<file path="src/hw/event_action_sequencer_pkg.sv">
/*
  Constants and types shared by the event/action sequencer and its program store.
  Assumes a single 50 MHz clock domain.
*/
package event_action_sequencer_pkg;

  localparam int MAX_PAIRS_DEF = 20;
  localparam int COUNT_W       = 5;
  localparam int CODE_W        = 8;
  localparam int PAIR_W        = 2 * CODE_W;
  localparam int PCT_W         = 7;
  localparam int TIMER_W       = 16;
  localparam int SYNC_BITS     = 3;

  localparam logic [PCT_W-1:0] PCT_MAX = 7'h64;

  localparam int CLK_PERIOD_NS = 20;
  localparam int MS_NS         = 1000000;
  localparam int MS_CYCLES     = MS_NS / CLK_PERIOD_NS;

  // Event selector codes.
  localparam logic [CODE_W-1:0] EV_FALSE      = 8'h00;
  localparam logic [CODE_W-1:0] EV_TRUE       = 8'h01;
  localparam logic [CODE_W-1:0] EV_AT_REF     = 8'h04;
  localparam logic [CODE_W-1:0] EV_TIMEOUT0   = 8'h1E;

  // Action selector codes.
  localparam logic [CODE_W-1:0] ACT_NONE      = 8'h01;
  localparam logic [CODE_W-1:0] ACT_PRESET0   = 8'h0A;
  localparam logic [CODE_W-1:0] ACT_PRESET1   = 8'h0B;
  localparam logic [CODE_W-1:0] ACT_START_TMR = 8'h1D;

  localparam logic [PCT_W-1:0]   SPEED_RESET = 7'h00;
  localparam logic [TIMER_W-1:0] TIMER_ZERO  = 16'h0000;

  typedef enum logic [1:0] {
    SEQ_IDLE  = 2'b00,
    SEQ_FETCH = 2'b01,
    SEQ_READY = 2'b10
  } seq_state_type;

endpackage : event_action_sequencer_pkg

</file>
<file path="src/hw/seq_prog_if.sv">
/*
  Interface between the sequencer control and its program store.
  Assumes both ends run on the same clock.
*/
`timescale 1ns/100ps
`default_nettype none

interface seq_prog_if #(
  parameter int AW = 5,
  parameter int DW = 16
);
  logic          wrEn;
  logic [AW-1:0] wrAddr;
  logic [DW-1:0] wrData;
  logic [AW-1:0] rdAddr;
  logic [DW-1:0] rdData;

  modport store (input wrEn, input wrAddr, input wrData, input rdAddr, output rdData);
  modport ctrl  (output wrEn, output wrAddr, output wrData, output rdAddr, input rdData);
endinterface : seq_prog_if

`default_nettype wire

</file>
<file path="src/hw/program_store.sv">
/*
  Event/action pair memory with a registered read port.
  Assumes writes and reads come from the same clock domain.
*/
`timescale 1ns/100ps
`default_nettype none

module program_store #(
  parameter int DEPTH = 20,
  parameter int AW    = 5,
  parameter int DW    = 16
) (
  input wire logic clk,
  input wire logic rst_b,
  seq_prog_if.store port
);

  logic [DW-1:0] mem [DEPTH];
  logic [DW-1:0] rdData_reg;

  if (DEPTH < 1 || DEPTH > (1 << AW)) begin : badDepth
    $error("program_store depth does not fit the address width.");
  end

  // The array has no reset so that it maps onto plain RAM.
  always_ff @(posedge clk) begin
    if (port.wrEn && (int'(port.wrAddr) < DEPTH)) begin
      mem[port.wrAddr] <= port.wrData;
    end
  end

  always_ff @(posedge clk or negedge rst_b) begin
    if (!rst_b) begin
      rdData_reg <= '0;
    end else if (int'(port.rdAddr) < DEPTH) begin
      rdData_reg <= mem[port.rdAddr];
    end else begin
      rdData_reg <= '0;
    end
  end

  assign port.rdData = rdData_reg;

endmodule : program_store

`default_nettype wire

</file>
<file path="src/hw/event_action_sequencer.sv">
/*
  Event/action sequencer: steps through programmed event/action pairs, one event per
  scan tick, and drives the speed reference, timer 0 and the stop ramp indication.
  Assumes scanTick and the programming port come from logic on clk; the three motor
  status pins are asynchronous and are synchronised here.
*/
`timescale 1ns/100ps
`default_nettype none

module event_action_sequencer #(
  parameter int MAX_PAIRS = event_action_sequencer_pkg::MAX_PAIRS_DEF,
  parameter int MS_CYCLES = event_action_sequencer_pkg::MS_CYCLES
) (
  input  wire logic                                         clk,
  input  wire logic                                         rst_b,
  input  wire logic                                         seqEnable,
  input  wire logic [event_action_sequencer_pkg::COUNT_W-1:0] pairCount,
  input  wire logic                                         scanTick,
  input  wire logic                                         progWrEn,
  input  wire logic [event_action_sequencer_pkg::COUNT_W-1:0] progAddr,
  input  wire logic [event_action_sequencer_pkg::CODE_W-1:0]  progEventCode,
  input  wire logic [event_action_sequencer_pkg::CODE_W-1:0]  progActionCode,
  input  wire logic [event_action_sequencer_pkg::PCT_W-1:0]   presetRef0,
  input  wire logic [event_action_sequencer_pkg::PCT_W-1:0]   presetRef1,
  input  wire logic [event_action_sequencer_pkg::TIMER_W-1:0] timer0DurationMs,
  input  wire logic                                         speedAtRefPin,
  input  wire logic                                         stopPin,
  input  wire logic                                         zeroSpeedPin,
  output logic      [event_action_sequencer_pkg::PCT_W-1:0]   speedRef,
  output logic      [event_action_sequencer_pkg::COUNT_W-1:0] pairIndex,
  output logic                                              actionPulse,
  output logic                                              seqRunning,
  output logic                                              timer0Running,
  output logic                                              timer0Expired,
  output logic                                              rampDown,
  output logic                                              freeState
);

  localparam int CW = event_action_sequencer_pkg::COUNT_W;
  localparam int DW = event_action_sequencer_pkg::CODE_W;
  localparam int PW = event_action_sequencer_pkg::PCT_W;
  localparam int TW = event_action_sequencer_pkg::TIMER_W;
  localparam int SB = event_action_sequencer_pkg::SYNC_BITS;
  localparam int MSW = $clog2(MS_CYCLES + 1);
  localparam logic [CW-1:0] MAX_PAIRS_C = CW'(MAX_PAIRS);
  localparam logic [MSW-1:0] MS_LAST = MSW'(MS_CYCLES - 1);

  if (MAX_PAIRS < 1 || MAX_PAIRS >= (1 << CW)) begin : badPairs
    $error("MAX_PAIRS must lie between 1 and the pair counter range.");
  end
  if (MS_CYCLES < 1) begin : badMs
    $error("MS_CYCLES must be at least one.");
  end

  // Pin synchronisers: only the second stage is read by logic.
  logic [SB-1:0] syncA_reg;
  logic [SB-1:0] syncB_reg;

  always_ff @(posedge clk or negedge rst_b) begin
    if (!rst_b) begin
      syncA_reg <= '0;
      syncB_reg <= '0;
    end else begin
      syncA_reg <= {zeroSpeedPin, stopPin, speedAtRefPin};
      syncB_reg <= syncA_reg;
    end
  end

  logic atRef;
  logic stopCmd;
  logic zeroSpeed;
  assign atRef     = syncB_reg[0];
  assign stopCmd   = syncB_reg[1];
  assign zeroSpeed = syncB_reg[2];

  // Program store.
  seq_prog_if #(.AW(CW), .DW(2 * DW)) prog ();

  program_store #(
    .DEPTH (MAX_PAIRS),
    .AW    (CW),
    .DW    (2 * DW)
  ) store (
    .clk   (clk),
    .rst_b (rst_b),
    .port  (prog)
  );

  logic [CW-1:0] ptr_reg;

  assign prog.wrEn   = progWrEn;
  assign prog.wrAddr = progAddr;
  assign prog.wrData = {progEventCode, progActionCode};
  assign prog.rdAddr = ptr_reg;

  logic [DW-1:0] curEvent;
  logic [DW-1:0] curAction;
  assign curEvent  = prog.rdData[2*DW-1:DW];
  assign curAction = prog.rdData[DW-1:0];

  // Pair counts above the store depth are served as the full depth.
  logic [CW-1:0] usedPairs;
  assign usedPairs = (pairCount > MAX_PAIRS_C) ? MAX_PAIRS_C : pairCount;

  logic active;
  assign active = seqEnable && (usedPairs != '0);

  // Event decode of the single current pair.
  logic timerExpired_reg;
  logic eventTrue;

  always_comb begin
    case (curEvent)
      event_action_sequencer_pkg::EV_FALSE:    eventTrue = 1'b0;
      event_action_sequencer_pkg::EV_TRUE:     eventTrue = 1'b1;
      event_action_sequencer_pkg::EV_AT_REF:   eventTrue = atRef;
      event_action_sequencer_pkg::EV_TIMEOUT0: eventTrue = timerExpired_reg;
      default:                                 eventTrue = 1'b0;
    endcase
  end

  // Sequencer state machine.
  event_action_sequencer_pkg::seq_state_type state_reg;
  event_action_sequencer_pkg::seq_state_type state_next;
  logic fire;

  // An event is judged only in READY, on a tick, and only for the current pair.
  assign fire = (state_reg == event_action_sequencer_pkg::SEQ_READY)
                && active && scanTick && eventTrue;

  always_comb begin
    state_next = state_reg;
    case (state_reg)
      event_action_sequencer_pkg::SEQ_IDLE: begin
        if (active) begin
          state_next = event_action_sequencer_pkg::SEQ_FETCH;
        end
      end
      event_action_sequencer_pkg::SEQ_FETCH: begin
        if (!active) begin
          state_next = event_action_sequencer_pkg::SEQ_IDLE;
        end else begin
          state_next = event_action_sequencer_pkg::SEQ_READY;
        end
      end
      event_action_sequencer_pkg::SEQ_READY: begin
        if (!active) begin
          state_next = event_action_sequencer_pkg::SEQ_IDLE;
        end else if (fire) begin
          state_next = event_action_sequencer_pkg::SEQ_FETCH;
        end
      end
      default: state_next = event_action_sequencer_pkg::SEQ_IDLE;
    endcase
  end

  always_ff @(posedge clk or negedge rst_b) begin
    if (!rst_b) begin
      state_reg <= event_action_sequencer_pkg::SEQ_IDLE;
    end else begin
      state_reg <= state_next;
    end
  end

  // Pair pointer; a tick that lands in FETCH is skipped, which costs one scan at most.
  logic [CW-1:0] ptr_next;

  always_comb begin
    if ((ptr_reg + CW'(1)) >= usedPairs) begin
      ptr_next = '0;
    end else begin
      ptr_next = ptr_reg + CW'(1);
    end
  end

  always_ff @(posedge clk or negedge rst_b) begin
    if (!rst_b) begin
      ptr_reg <= '0;
    end else if (!active) begin
      ptr_reg <= '0;
    end else if (fire) begin
      ptr_reg <= ptr_next;
    end
  end

  // Action execution.
  logic actPulse_reg;
  logic [PW-1:0] speedRef_reg;
  logic startTimer;

  assign startTimer = fire && (curAction == event_action_sequencer_pkg::ACT_START_TMR);

  function automatic logic [PW-1:0] clampPct(input logic [PW-1:0] v);
    clampPct = (v > event_action_sequencer_pkg::PCT_MAX)
               ? event_action_sequencer_pkg::PCT_MAX : v;
  endfunction : clampPct

  always_ff @(posedge clk or negedge rst_b) begin
    if (!rst_b) begin
      speedRef_reg <= event_action_sequencer_pkg::SPEED_RESET;
    end else if (fire) begin
      case (curAction)
        event_action_sequencer_pkg::ACT_PRESET0: speedRef_reg <= clampPct(presetRef0);
        event_action_sequencer_pkg::ACT_PRESET1: speedRef_reg <= clampPct(presetRef1);
        default:                                 speedRef_reg <= speedRef_reg;
      endcase
    end
  end

  always_ff @(posedge clk or negedge rst_b) begin
    if (!rst_b) begin
      actPulse_reg <= 1'b0;
    end else begin
      actPulse_reg <= fire;
    end
  end

  // Timer 0, counted in milliseconds.
  logic [MSW-1:0] msCnt_reg;
  logic [TW-1:0]  remain_reg;
  logic           timerRun_reg;
  logic           msWrap;
  logic           timeUp;

  assign msWrap = (msCnt_reg == MS_LAST);
  assign timeUp = (remain_reg == event_action_sequencer_pkg::TIMER_ZERO)
                  || (msWrap && (remain_reg == TW'(1)));

  always_ff @(posedge clk or negedge rst_b) begin
    if (!rst_b) begin
      msCnt_reg        <= '0;
      remain_reg       <= event_action_sequencer_pkg::TIMER_ZERO;
      timerRun_reg     <= 1'b0;
      timerExpired_reg <= 1'b0;
    end else if (startTimer) begin
      msCnt_reg        <= '0;
      remain_reg       <= timer0DurationMs;
      timerRun_reg     <= 1'b1;
      timerExpired_reg <= 1'b0;
    end else if (timerRun_reg) begin
      if (timeUp) begin
        timerRun_reg     <= 1'b0;
        timerExpired_reg <= 1'b1;
      end else if (msWrap) begin
        msCnt_reg  <= '0;
        remain_reg <= remain_reg - TW'(1);
      end else begin
        msCnt_reg <= msCnt_reg + MSW'(1);
      end
    end
  end

  // Stop handling is independent of the pair pointer.
  logic rampDown_reg;
  logic freeState_reg;

  always_ff @(posedge clk or negedge rst_b) begin
    if (!rst_b) begin
      rampDown_reg  <= 1'b0;
      freeState_reg <= 1'b0;
    end else begin
      rampDown_reg  <= stopCmd && !freeState_reg;
      freeState_reg <= stopCmd && (freeState_reg || zeroSpeed);
    end
  end

  logic seqRun_reg;

  always_ff @(posedge clk or negedge rst_b) begin
    if (!rst_b) begin
      seqRun_reg <= 1'b0;
    end else begin
      seqRun_reg <= active;
    end
  end

  assign speedRef      = speedRef_reg;
  assign pairIndex     = ptr_reg;
  assign actionPulse   = actPulse_reg;
  assign seqRunning    = seqRun_reg;
  assign timer0Running = timerRun_reg;
  assign timer0Expired = timerExpired_reg;
  assign rampDown      = rampDown_reg;
  assign freeState     = freeState_reg;

endmodule : event_action_sequencer

`default_nettype wire

</file>
<file path="config.mk">
export PLATFORM = sky130hd
export DESIGN_NAME = event_action_sequencer
export DESIGN_NICKNAME = d
export VERILOG_FILES = /design/src/hw/event_action_sequencer_pkg.sv /design/src/hw/seq_prog_if.sv /design/src/hw/program_store.sv /design/src/hw/event_action_sequencer.sv
export SDC_FILE = /design/constraint.sdc
export NUM_CORES = 1
export LEC_CHECK = 0
export BUFFER_PORTS_ARGS = -buffer_cell sky130_fd_sc_hd__buf_2
export CAP_MARGIN = 20
export CORE_UTILIZATION = 45
export DETAILED_ROUTE_END_ITERATION = 8
export PLACE_DENSITY_LB_ADDON = 0.15
export SLEW_MARGIN = 5
export SYNTH_ARGS = -nofsm -noshare
export SYNTH_HDL_FRONTEND = slang
export SYNTH_SLANG_ARGS = --single-unit
</file>
<file path="constraint.sdc">
create_clock -name clk -period 2.98 [get_ports clk]
set_clock_uncertainty 0.2 [all_clocks]
set_input_delay 0.149 -clock clk [delete_from_list [all_inputs] [get_ports clk]]
set_output_delay 0.149 -clock clk [all_outputs]
set_load 0.005 [all_outputs]
</file>
==> impl_table.tex <==
\begin{tabular}{lr}
\hline
Metric & Value \\
\hline
\multicolumn{2}{l}{\textbf{STA}} \\
\quad Clock period minus final worst setup slack & roughly 2800 ps \\
\quad Final cycle utilization of the critical path & 0.937 \\
\quad Final number of max-transition violations & 0 \\
\quad Summed negative setup slack over all endpoints & 0 ps \\
\quad Final hold slack & approximately 66 ps \\
\quad Worst slew margin & 0.351 \\
\quad Number of setup violations in the final report & 0 \\
\quad F\_max & between 0.3 and 0.4 GHz \\
\quad Setup repair after global routing missed its margin & false \\
\quad Tightest Pin Transition & 970 ps \\
\quad Final Hold Viols & 0 \\
\multicolumn{2}{l}{\textbf{Yosys}} \\
\quad Share of synthesized area occupied by flip-flops and latches & 0.728 \\
\quad Most numerous cell types in the synthesized netlist & sky130\_fd\_sc\_hd\_\_edfxtp\_1, sky130\_fd\_sc\_hd\_\_mux4\_2, sky130\_fd\_sc\_hd\_\_dfrtp\_1 \\
\quad Dominant cell by count in the synthesized netlist & sky130\_fd\_sc\_hd\_\_edfxtp\_1 \\
\quad Fraction of synthesized cell area taken by the top area cell type & 0.610 \\
\quad Number of enable-type register cells in the synthesized netlist & between 300 and 400 \\
\quad Top cells by area, synth & sky130\_fd\_sc\_hd\_\_edfxtp\_1, sky130\_fd\_sc\_hd\_\_mux4\_2, sky130\_fd\_sc\_hd\_\_dfrtp\_1, sky130\_fd\_sc\_hd\_\_o21ai\_0, sky130\_fd\_sc\_hd\_\_nand2\_1 \\
\quad Synthesized cell area & between 15000 and 20000 um\^{}2 \\
\quad Largest area contributor in the netlist & sky130\_fd\_sc\_hd\_\_edfxtp\_1 \\
\quad Number of synthesis warnings & 0 \\
\quad Average cell area after synthesis & roughly 18 um\^{}2 \\
\quad Synth Instances & $\sim$870 \\
\quad Ys async rst share & 0.188 \\
\quad Yosys reg bits & 394 \\
\quad Commonest register cell after synthesis & sky130\_fd\_sc\_hd\_\_edfxtp\_1 \\
\quad Distinct cell type count after synthesis & 52 \\
\quad Mapped Nets & around 940 \\
\multicolumn{2}{l}{\textbf{Floorplanning}} \\
\quad Placeable Area & $\sim$34000 um\^{}2 \\
\quad Die area & 35800 um\^{}2 \\
\quad Starting density of the core & 0.457 \\
\quad Die Height & 189 um \\
\quad DIE WIDTH & $\sim$190 um \\
\quad Row count & 68 \\
\quad Number of placed I/O pins & 82 \\
\multicolumn{2}{l}{\textbf{Setup path}} \\
\quad Critical path fanouts, max & 14 \\
\quad Crit Reg-Reg Endpoint & speedRef[2]\$\_DFFE\_PN0P\_ \\
\quad Logic depth of the worst register-to-register path & 7 \\
\quad CP peak stage delay & 590 ps \\
\quad Max stage delay cell, worst path & sky130\_fd\_sc\_hd\_\_dlygate4sd3\_1 \\
\quad Startpoint types & input pin \\
\quad Required arrival time at the worst endpoint & between 3000 and 4000 ps \\
\quad WP data arrival & approximately 3000 ps \\
\quad CP endpoint kind & flip-flop \\
\quad Worst reg2reg path startpoint & store.port.rdData[5]\$\_DFF\_PN0\_ \\
\quad Cell breakdown of the critical path & dlygate4sd3\_1 -> buf\_2 -> o41ai\_2 -> dlygate4sd3\_1 -> inv\_1 -> nand4\_1 -> or2\_4 -> o31ai\_1 -> dlygate4sd3\_1 \\
\quad Cell seen most often among critical-path stages & sky130\_fd\_sc\_hd\_\_dlygate4sd3\_1 \\
\quad Critical path type & in2reg \\
\quad Register-to-register setup slack & $\sim$280 ps \\
\multicolumn{2}{l}{\textbf{Layout}} \\
\quad Count of placed standard cells in the final layout, fillers left out & approximately 1500 \\
\quad Total Nets Final & 1123 \\
\quad Biggest register & store.mem \\
\quad Count of fill cells added during filler insertion & approximately 2700 \\
\quad N\_diodes & 0 \\
\quad Area added between synthesis and finish & 19.7\% \\
\quad Largest register FFs & 320 \\
\quad Layout cells sized above 1 & 0.282 \\
\quad Design area & approximately 19000 um\^{}2 \\
\multicolumn{2}{l}{\textbf{Clocking}} \\
\quad Longest Clk Path Bufs & 3 \\
\quad Sink count of the clock tree & roughly 390 \\
\quad Cts bufs inserted & 42 \\
\quad Post-CTS Repair Setup Buffers & 0 \\
\quad CTS root buffer & sky130\_fd\_sc\_hd\_\_clkbuf\_16 \\
\quad Later-pin clock latency in the skew report & 530 ps \\
\quad CTS clock-pin slew for the worst setup and hold paths & 60 ps \\
\quad CTS tree & yes \\
\quad Number of H-tree branching levels & 2 \\
\multicolumn{2}{l}{\textbf{Global route}} \\
\quad Antenna violations before repair & 0 \\
\quad Wire length of the first global-routing pass & 48.7 mm \\
\quad Global Route Usage Sum & 0.178 \\
\quad Grt ovf & 0 \\
\quad Pin count of the biggest net entering global routing & a little over 80 \\
\quad Vias in the first global route & approximately 8500 \\
\multicolumn{2}{l}{\textbf{Drt}} \\
\quad Total number of vias & roughly 8300 \\
\quad Post-route ant nets & 0 \\
\quad DRC errors left & 0 \\
\quad Vias per cell & about 5.4 \\
\quad Average wire per standard cell & roughly 20 um \\
\quad Wirelength, routed & 30.7 mm \\
\quad First drt pass iteration count & 4 \\
\quad Starting DRT DRC Count & approximately 400 \\
\multicolumn{2}{l}{\textbf{Power}} \\
\quad PnR Total Power & $\sim$11000 uW \\
\quad Peak supply drop & roughly 0.4 mV \\
\quad Cell area power density & 597 nW/um\^{}2 \\
\quad Reported leakage power & about 0.0063 uW \\
\multicolumn{2}{l}{\textbf{Hold path}} \\
\quad Hold Crit Start & speedAtRefPin \\
\quad Min-delay worst type & in2reg \\
\quad Number of cells traversed by the worst hold path & 2 \\
\quad Worst hold endpoint & syncA\_reg[0]\$\_DFF\_PN0\_ \\
\multicolumn{2}{l}{\textbf{Place}} \\
\quad GP Congestion & roughly 0.82 \\
\quad Port Buffers & a little over 80 \\
\quad Detailed Place HPWL & approximately 20 mm \\
\quad Instance count after placement with tap cells included & 1406 \\
\quad Cell area after placement & around 17000 um\^{}2 \\
\multicolumn{2}{l}{\textbf{Status}} \\
\quad Result of the run & complete, no violations \\
\multicolumn{2}{l}{\textbf{Flow run}} \\
\quad Number of max-cap violations & 0 \\
\hline
\end{tabular}
-- cells by family (layout without fill, tap and decap cells) --
family                   after synthesis  after routing  synth area share
AO/OA/AOI/OAI                        104            104            0.0400
XOR/XNOR                              18             18            0.0100
adder cells (fa/ha/maj)                9              9           0.00715
buffers and inverters                 61            272            0.0153
flip-flops                           394            394             0.728
multiplexers                          99             99             0.139
AND/OR/NAND/NOR                      186            186            0.0607
-- worst max-delay path by stage --
stage                              startpoint                        end  slack, ps  cells past startpoint
2_1_floorplan        pairIndex[0]$_DFFE_PN0P_   pairIndex[2]$_DFFE_PN0P_         20                     10
4_1_cts                          pairCount[4]    speedRef[2]$_DFFE_PN0P_        100                      9
5_1_grt                          pairCount[4]    speedRef[2]$_DFFE_PN0P_         40                      9
3_3_place_gp         pairIndex[0]$_DFFE_PN0P_   pairIndex[1]$_DFFE_PN0P_        360                      7
6_report                         pairCount[4]    speedRef[2]$_DFFE_PN0P_        190                      9
3_5_place_dp   store.port.rdData[9]$_DFF_PN0_  msCnt_reg[15]$_DFFE_PN0P_        320                      7
-- layout make-up --
type	instances	area, um^2	area share
tap	455	569	0.0302
clock buffer	62	1180	0.0625
multi-input combinational	416	4130	0.219
clock inverter	14	140	0.00743
sequential	394	11500	0.608
inverter	23	86.3	0.00458
timing repair buffer	173	1290	0.0682
-- power breakdown --
part	leakage, uW	switching (uW)	total (uW)	internal, uW
combinational	0.00192	165	285	120
clock	0.000638	2010	4930	2920
sequential	0.00376	17.8	6040	6030
-- layer usage --
layer	track usage	share of wire
met5	0	0
met4	0.0416	0.016
met3	0.0313	0.043
met2	0.277	0.46
met1	0.263	0.48
-- critical path, delay by kind of cell --
family | cells | cell delay, ps
compound gates | 2 | 350
buf+inv | 5 | 1940
simple gates | 2 | 590
-- what timing repair did --
| item | CTS | global route |
|---|---|---|
| hold endpoints to repair | 425 | 0 |
| hold buffers | 55 | 0 |
| setup endpoints to repair | 0 | 1 |
| resized for setup | 0 | 3 |
-- metrics by stage --
stage,utilization,worst slack (ps)
after detailed placement,0.493,322
after global placement,0.493,358
final,0.547,188
after floorplan,-,25.0
after global routing,0.547,35.4
after CTS,0.547,98.4
-- cells in the final DEF (no fill, tap or decap), types with 7 or more instances in the layout --
| cell type | instances |
|---|---|
| sky130_fd_sc_hd__inv_1 | 23 |
| sky130_fd_sc_hd__nand4_1 | 8 |
| sky130_fd_sc_hd__nor3_1 | 11 |
| sky130_fd_sc_hd__nand3_1 | 24 |
| sky130_fd_sc_hd__nor2_2 | 15 |
| sky130_fd_sc_hd__clkbuf_16 | 44 |
| sky130_fd_sc_hd__nand2_1 | 47 |
| sky130_fd_sc_hd__clkbuf_1 | 17 |
| sky130_fd_sc_hd__a21oi_1 | 18 |
| sky130_fd_sc_hd__mux4_2 | 96 |
| sky130_fd_sc_hd__dlygate4sd3_1 | 55 |
| sky130_fd_sc_hd__xnor2_1 | 15 |
| sky130_fd_sc_hd__buf_2 | 80 |
| sky130_fd_sc_hd__and3_1 | 7 |
| sky130_fd_sc_hd__ha_1 | 9 |
| sky130_fd_sc_hd__buf_4 | 34 |
| sky130_fd_sc_hd__edfxtp_1 | 320 |
| sky130_fd_sc_hd__nor2_1 | 19 |
| sky130_fd_sc_hd__or3_1 | 10 |
| sky130_fd_sc_hd__o21ai_0 | 51 |
| sky130_fd_sc_hd__dfrtp_1 | 72 |
(Power assumes the default switching activity.)
